[src/inc/bidir_shift_map.svh]
// Constants for the bidirectional eight-bit shift register.
`ifndef BIDIR_SHIFT_MAP_SVH
`define BIDIR_SHIFT_MAP_SVH
// ==========================================================================
// Widths and depths
`define BSR_WIDTH 8
`define BSR_FIFO_DEPTH 32
// ==========================================================================
// Select input codes
`define BSR_SEL_LOAD 2'h0
`define BSR_SEL_LEFT 2'h1
`define BSR_SEL_RIGHT 2'h2
`define BSR_SEL_HOLD 2'h3
// ==========================================================================
// Reset values and the full-write mask
`define BSR_Q_RST 8'h00
`define BSR_MASK_RST 8'h00
`define BSR_MASK_ALL 8'hff
`endif

[src/inc/bsr_pkg.sv]
// Types shared by the shift register and its snapshot path.
`include "bidir_shift_map.svh"
package bsr_pkg;
  // ==========================================================================
  // Operating modes
  typedef enum logic [1:0] {
    MODE_LOAD,
    MODE_LEFT,
    MODE_RIGHT,
    MODE_HOLD
  } mode_t;

  // ==========================================================================
  // Snapshot word written after each changing edge
  typedef struct packed {
    mode_t mode;
    logic [`BSR_WIDTH-1:0] q;
  } snap_t;

  // ==========================================================================
  // Complete state of the top module
  typedef struct packed {
    logic clk_prev;
    logic [`BSR_WIDTH-1:0] q;
    logic [`BSR_WIDTH-1:0] mask;
    logic defined;
    logic ready;
    logic overrun;
    logic out_valid;
    snap_t out_data;
  } top_state_t;
endpackage : bsr_pkg

[src/rtl/bidir_shift_register8.sv]
// Eight-bit register with parallel load, left and right shift, and hold.
`include "bidir_shift_map.svh"
// ==========================================================================
module bidir_shift_register8 #(
  parameter int unsigned DEPTH = `BSR_FIFO_DEPTH
) (
  input wire logic mclk_i,
  input wire logic nrst_i,
  input wire logic clk_in_i,
  input wire logic [1:0] sel_i,
  input wire logic ser_lo_i,
  input wire logic ser_hi_i,
  input wire logic [`BSR_WIDTH-1:0] par_i,
  input wire logic snap_ready_i,
  output logic [`BSR_WIDTH-1:0] q_o,
  output logic defined_o,
  output logic edge_ready_o,
  output logic overrun_o,
  output logic snap_valid_o,
  output bsr_pkg::snap_t snap_data_o
);
  localparam int unsigned W = `BSR_WIDTH;

  // ==========================================================================
  // State and FIFO wiring
  bsr_pkg::top_state_t st_r;
  bsr_pkg::top_state_t st_nxt;
  bsr_pkg::mode_t mode;
  bsr_pkg::snap_t push_data;
  bsr_pkg::snap_t pop_data;
  logic fire;
  logic push_valid;
  logic push_ready;
  logic pop_valid;
  logic pop_ready;

  // The pin clock is sampled by mclk_i, so it must stay below half of 40 MHz.
  assign fire = clk_in_i && !st_r.clk_prev;

  always_comb
  begin
    unique case (sel_i)
      `BSR_SEL_LOAD: mode = bsr_pkg::MODE_LOAD;
      `BSR_SEL_LEFT: mode = bsr_pkg::MODE_LEFT;
      `BSR_SEL_RIGHT: mode = bsr_pkg::MODE_RIGHT;
      `BSR_SEL_HOLD: mode = bsr_pkg::MODE_HOLD;
    endcase
  end

  assign pop_ready = !st_r.out_valid || snap_ready_i;

  // ==========================================================================
  // Next state
  always_comb
  begin
    st_nxt = st_r;
    st_nxt.clk_prev = clk_in_i;
    st_nxt.overrun = 1'b0;
    st_nxt.ready = push_ready;
    if (fire)
    begin
      unique case (mode)
        bsr_pkg::MODE_LOAD:
        begin
          st_nxt.q = par_i;
          st_nxt.mask = `BSR_MASK_ALL;
        end
        bsr_pkg::MODE_LEFT:
        begin
          st_nxt.q = {st_r.q[W-2:0], ser_lo_i};
          st_nxt.mask = {st_r.mask[W-2:0], 1'b1};
        end
        bsr_pkg::MODE_RIGHT:
        begin
          st_nxt.q = {ser_hi_i, st_r.q[W-1:1]};
          st_nxt.mask = {1'b1, st_r.mask[W-1:1]};
        end
        bsr_pkg::MODE_HOLD:
        begin
          st_nxt.q = st_r.q;
        end
      endcase
    end
    st_nxt.defined = &st_nxt.mask;
    // The register never stalls; a full FIFO only loses the snapshot.
    if (push_valid && !push_ready)
    begin
      st_nxt.overrun = 1'b1;
    end
    if (st_r.out_valid && snap_ready_i)
    begin
      st_nxt.out_valid = 1'b0;
    end
    if (pop_valid && pop_ready)
    begin
      st_nxt.out_valid = 1'b1;
      st_nxt.out_data = pop_data;
    end
  end

  assign push_valid = fire && (mode != bsr_pkg::MODE_HOLD);
  assign push_data = '{mode: mode, q: st_nxt.q};

  // ==========================================================================
  // Registers
  // Reset only clears to a constant; defined_o stays low until fully written.
  always_ff @(posedge mclk_i or negedge nrst_i)
  begin
    if (!nrst_i)
    begin
      st_r <= '{clk_prev: 1'b0, q: `BSR_Q_RST, mask: `BSR_MASK_RST, defined: 1'b0,
                ready: 1'b0, overrun: 1'b0, out_valid: 1'b0, out_data: '0};
    end
    else
    begin
      st_r <= st_nxt;
    end
  end

  // ==========================================================================
  // Snapshot FIFO
  bsr_fifo #(
    .WIDTH($bits(bsr_pkg::snap_t)),
    .DEPTH(DEPTH)
  ) u_fifo (
    .mclk_i(mclk_i),
    .nrst_i(nrst_i),
    .in_valid_i(push_valid),
    .in_ready_o(push_ready),
    .in_data_i(push_data),
    .out_valid_o(pop_valid),
    .out_ready_i(pop_ready),
    .out_data_o(pop_data)
  );

  assign q_o = st_r.q;
  assign defined_o = st_r.defined;
  assign edge_ready_o = st_r.ready;
  assign overrun_o = st_r.overrun;
  assign snap_valid_o = st_r.out_valid;
  assign snap_data_o = st_r.out_data;
endmodule : bidir_shift_register8

[src/rtl/bsr_fifo.sv]
// Parameterised synchronous FIFO with valid and ready on both sides.
`include "bidir_shift_map.svh"
module bsr_fifo #(
  parameter int unsigned WIDTH = 10,
  parameter int unsigned DEPTH = `BSR_FIFO_DEPTH
) (
  input wire logic mclk_i,
  input wire logic nrst_i,
  input wire logic in_valid_i,
  output logic in_ready_o,
  input wire logic [WIDTH-1:0] in_data_i,
  output logic out_valid_o,
  input wire logic out_ready_i,
  output logic [WIDTH-1:0] out_data_o
);
  localparam int unsigned PW = (DEPTH > 1) ? $clog2(DEPTH) : 1;
  localparam int unsigned CW = $clog2(DEPTH + 1);

  // ==========================================================================
  // State
  typedef struct packed {
    logic [DEPTH-1:0][WIDTH-1:0] mem;
    logic [PW-1:0] wr_ptr;
    logic [PW-1:0] rd_ptr;
    logic [CW-1:0] count;
  } fifo_state_t;

  fifo_state_t st_r;
  fifo_state_t st_nxt;
  logic do_push;
  logic do_pop;

  assign in_ready_o = (st_r.count != CW'(DEPTH));
  assign out_valid_o = (st_r.count != '0);
  assign out_data_o = st_r.mem[st_r.rd_ptr];
  assign do_push = in_valid_i && in_ready_o;
  assign do_pop = out_valid_o && out_ready_i;

  // ==========================================================================
  // Next state
  always_comb
  begin
    st_nxt = st_r;
    if (do_push)
    begin
      st_nxt.mem[st_r.wr_ptr] = in_data_i;
      st_nxt.wr_ptr = (st_r.wr_ptr == PW'(DEPTH - 1)) ? '0 : st_r.wr_ptr + 1'b1;
    end
    if (do_pop)
    begin
      st_nxt.rd_ptr = (st_r.rd_ptr == PW'(DEPTH - 1)) ? '0 : st_r.rd_ptr + 1'b1;
    end
    if (do_push && !do_pop)
    begin
      st_nxt.count = st_r.count + 1'b1;
    end
    else if (do_pop && !do_push)
    begin
      st_nxt.count = st_r.count - 1'b1;
    end
  end

  always_ff @(posedge mclk_i or negedge nrst_i)
  begin
    if (!nrst_i)
    begin
      st_r <= '0;
    end
    else
    begin
      st_r <= st_nxt;
    end
  end
endmodule : bsr_fifo

[config.mk]
export PLATFORM = sky130hd
export DESIGN_NAME = bidir_shift_register8
export DESIGN_NICKNAME = d
export VERILOG_FILES = /design/src/inc/bsr_pkg.sv /design/src/rtl/bidir_shift_register8.sv /design/src/rtl/bsr_fifo.sv
export VERILOG_INCLUDE_DIRS = /design/src /design/src/inc
export SDC_FILE = /design/constraint.sdc
export NUM_CORES = 1
export LEC_CHECK = 0
export ABC_AREA = 0
export BUFFER_PORTS_ARGS = -buffer_cell sky130_fd_sc_hd__buf_2
export CAP_MARGIN = 20
export CORE_UTILIZATION = 25
export DETAILED_ROUTE_END_ITERATION = 12
export GPL_TIMING_DRIVEN = 0
export PLACE_DENSITY = 0.46
export SETUP_SLACK_MARGIN = 0.02
export SKIP_LAST_GASP = 1
export SLEW_MARGIN = 25
export SYNTH_ARGS = -nofsm -noshare
export SYNTH_HDL_FRONTEND = slang
export SYNTH_SLANG_ARGS = --single-unit
[constraint.sdc]
create_clock -name mclk_i -period 7.2 [get_ports mclk_i]
set_input_delay 1.44 -clock mclk_i [delete_from_list [all_inputs] [get_ports mclk_i]]
set_output_delay 1.44 -clock mclk_i [all_outputs]
set_load 0.01 [all_outputs]
==> impl_metrics.env <==
export IMPL_outcome="finished, final reports clean"
export IMPL_worst_pin_slew_ns=1.05
export IMPL_yosysSeqAreaShare_pct=52.7
export IMPL_gr_usage_all_layers_pct=14.8
export IMPL_gp_congestion=0.800
export IMPL_insertion_delay_ns=0.57
export IMPL_vdd_ir_drop_worst_v=0.000160
export IMPL_drtIter0Drc=557
export IMPL_p_leak_uw=0.00905
export IMPL_path_clk_slew_ns=0.06
export IMPL_post_dp_hpwl_um=35000
export IMPL_first_global_vias=11543
export IMPL_drt_wl_total_um=50900
export IMPL_core_area_sq_um=68800
export IMPL_cts_root_buf="clkbuf_16"
export IMPL_yosysWarningCount=0
export IMPL_vias=10717
export IMPL_cpMaxStageDelayCell="clkbuf_1"
export IMPL_synth_ff_type="dfrtp_1"
export IMPL_synth_area_per_cell_sq_um=14.1
export IMPL_vias_per_cell=4.69
export IMPL_grt_ovfl_total=0
export IMPL_port_buffers=36
export IMPL_synth_edf_count=0
export IMPL_grt_pass1_wl_um=77700
export IMPL_cap_violations=0
export IMPL_max_stage_delay_ns=0.45
export IMPL_slew_limit_headroom_pct=29.9
export IMPL_netlist_instances=1234
export IMPL_initial_utilization_pct=25.3
export IMPL_cts_sinks=367
export IMPL_hold_viol=0
export IMPL_synth_seq_cells=367
export IMPL_cts_tree="built"
export IMPL_drive_gt1_share_pct=39.9
export IMPL_worst_setup_path_end_kind="flop"
export IMPL_skew_ns=0.0177
export IMPL_slew_viol_final=0
export IMPL_critical_path_class="input port to flop"
export IMPL_timing_fmax_ghz=0.228
export IMPL_critPathArrivalTime_ns=4.83
export IMPL_numCtsBuffers=43
export IMPL_cp_start_kind="input port"
export IMPL_cp_required_ns=7.63
export IMPL_die_x_um=266
export IMPL_fin_crit_ns=4.39
export IMPL_grt_max_degree=90
export IMPL_final_core_util_pct=29.6
export IMPL_synth_cell_type_count=50
export IMPL_crit_chain="buf_2 -> nand2b_1 -> nor2b_1 -> clkbuf_1 -> inv_1 -> clkbuf_1 -> ha_1 -> inv_1 -> ha_1 -> a21oi_1 -> a21boi_0 -> o21a_1 -> o2111ai_1 -> o311ai_0"
export IMPL_area_growth_pct=17.0
export IMPL_final_area_sq_um=20400
export IMPL_io_pins=38
export IMPL_seq_area_sq_um=9180
export IMPL_nets=1350
export IMPL_antenna_found_initial=0
export IMPL_synth_async_reset_ratio_pct=100
export IMPL_die_h_um=266
export IMPL_drc_errors=0
export IMPL_wl_per_cell_um=22.3
export IMPL_h_tree_depth=2
export IMPL_fp_row_count=96
export IMPL_min_path_type="flop to flop"
export IMPL_num_antenna_cells=0
export IMPL_worst_path_buf_inv=5
export IMPL_p_per_area_nw_per_um2=363
export IMPL_cts_buffer_depth=3
export IMPL_drt_pass1_iter_count=5
export IMPL_synth_fp_nets=1264
export IMPL_hold_buffers=0
export IMPL_fin_hold_ws_ns=0.483
export IMPL_setup_violations=0
export IMPL_dieArea_sq_um=70800
export IMPL_syn_area_sq_um=17400
export IMPL_dpl_instance_area_sq_um=18900
export IMPL_grt_setup_unrepaired="no"
export IMPL_min_period_over_period_pct=61.0
export IMPL_multi_input_area_sq_um=7730
export IMPL_fillers=6864
export IMPL_crit_family="buffers and inverters"
export IMPL_ctsResizeCount=0
export IMPL_crit_fanout=10
export IMPL_post_cts_buffers=0
export IMPL_ant_nets=0
[logic make-up after synthesis]
kind of cell	after synthesis	synth area share, %
adders and majority gates	14	1.05
buffers and inverters	110	2.97
and+or+nand+nor	179	6.51
xor gates and xnor gates	3	0.151
DFF	367	52.7
AOI/OAI and AO/OA	141	5.08
muxes	420	31.5
[layout by cell type (no fill, tap or decap), types with 3 or more instances in the layout]
| cell type | instances |
|---|---|
| dfrtp_1 | 367 |
| mux2_2 | 286 |
| clkbuf_1 | 71 |
| mux4_2 | 71 |
| clkbuf_16 | 44 |
| buf_2 | 41 |
| o21ai_0 | 39 |
| nand2_1 | 37 |
| mux2_1 | 37 |
| a21oi_1 | 35 |
| buf_4 | 26 |
| mux2i_1 | 26 |
| nor2_4 | 24 |
| nor2_1 | 21 |
| nand3_1 | 20 |
| o22ai_1 | 18 |
| nand2b_1 | 16 |
| nor2b_1 | 16 |
| clkbuf_8 | 15 |
| ha_1 | 13 |
| inv_1 | 12 |
| or3_1 | 9 |
| nor2_2 | 8 |
| a22oi_1 | 7 |
| o311ai_0 | 6 |
| nand3b_1 | 6 |
| a221oi_1 | 6 |
| nor3_1 | 5 |
| o31ai_1 | 5 |
| o2111ai_1 | 5 |
| clkinv_2 | 5 |
| buf_16 | 5 |
| or4_1 | 4 |
| nand3_4 | 4 |
| buf_1 | 4 |
| o21a_1 | 4 |
| a41oi_1 | 3 |
| a22o_1 | 3 |
| a32oi_1 | 3 |
[path summary, 6_finish.rpt]
kind | end | from | depth (start not counted) | slack (ns)
setup / recovery | u_fifo.st_r[5]$_DFFE_PN0P_ | snap_ready_i | 14 | 2.81
hold / removal | u_fifo.st_r[335]$_DFFE_PN0P_ | u_fifo.st_r[335]$_DFFE_PN0P_ | 1 | 0.48
setup reg to reg | u_fifo.st_r[5]$_DFFE_PN0P_ | u_fifo.st_r[1]$_DFFE_PN0P_ | 14 | 2.83
hold reg to reg | u_fifo.st_r[335]$_DFFE_PN0P_ | u_fifo.st_r[335]$_DFFE_PN0P_ | 1 | 0.48
max in group asynchronous | u_fifo.st_r[36]$_DFFE_PN0P_ | nrst_i | 4 | 5.00
min in group asynchronous | u_fifo.st_r[252]$_DFFE_PN0P_ | nrst_i | 1 | 0.74
[registers in the layout, summed over array words and instances, names as in the netlist]
name / flops
q_o: 8
snap_valid_o: 1
defined_o: 1
edge_ready_o: 1
st_r: 9
snap_data_o: 10
overrun_o: 1
u_fifo.st_r: 336
[cells in the mapped netlist (7+ instances only)]
| cell | count | area (sq um) |
|---|---|---|
| nand2b_1 | 16 | 100 |
| ha_1 | 13 | 163 |
| o21ai_0 | 39 | 195 |
| nor2b_1 | 16 | 100 |
| mux2_1 | 37 | 417 |
| nand2_1 | 37 | 139 |
| dfrtp_1 | 367 | 9180 |
| o22ai_1 | 18 | 113 |
| nor2_1 | 21 | 78.8 |
| mux2i_1 | 26 | 260 |
| a21oi_1 | 36 | 180 |
| nand3_1 | 20 | 100 |
| clkbuf_1 | 62 | 233 |
| a22oi_1 | 7 | 52.6 |
| or3_1 | 9 | 56.3 |
| buf_4 | 26 | 195 |
| mux4_2 | 71 | 1600 |
| nor2_4 | 24 | 270 |
| nor2_2 | 8 | 50.1 |
| mux2_2 | 286 | 3220 |
| inv_1 | 12 | 45.0 |
[layer usage]
metal  track usage (%)  vias up  wire length, um
li1                  -     4742                -
met1              20.0     5682            23200
met2              23.4      191            23600
met3              2.86      102             2070
met4              5.59        0             1890
met5                 0        -                0
[power breakdown]
part	internal (uW)	leakage (uW)	switching, uW
sequential	2510	0.00493	272
combinational	985	0.00340	1390
clock	1350	0.000721	886
[final cells by class]
class | count | share of cell area [%]
Timing Repair Buffer | 41 | 1.61
Inverter | 12 | 0.221
Clock buffer | 69 | 6.60
Clock inverter | 10 | 0.577
Tap cell | 931 | 5.71
Buffer | 98 | 2.33
Multi-Input combinational cell | 757 | 37.9
Sequential cell | 367 | 45.1
[per-stage QoR]
step           setup TNS (ns)  total power [uW]  setup WS [ns]  instances
2_1_floorplan               0              4300           3.22       1234
3_3_place_gp          -981.43              5160          -2.73       2201
3_5_place_dp                0              5210           2.21       2206
4_1_cts                     0              7490           2.80       2285
5_1_grt                     0              7790           2.50       2285
6_report                    0              7390           2.81       2285
No activity file was read; power rests on OpenSTA's default activity.
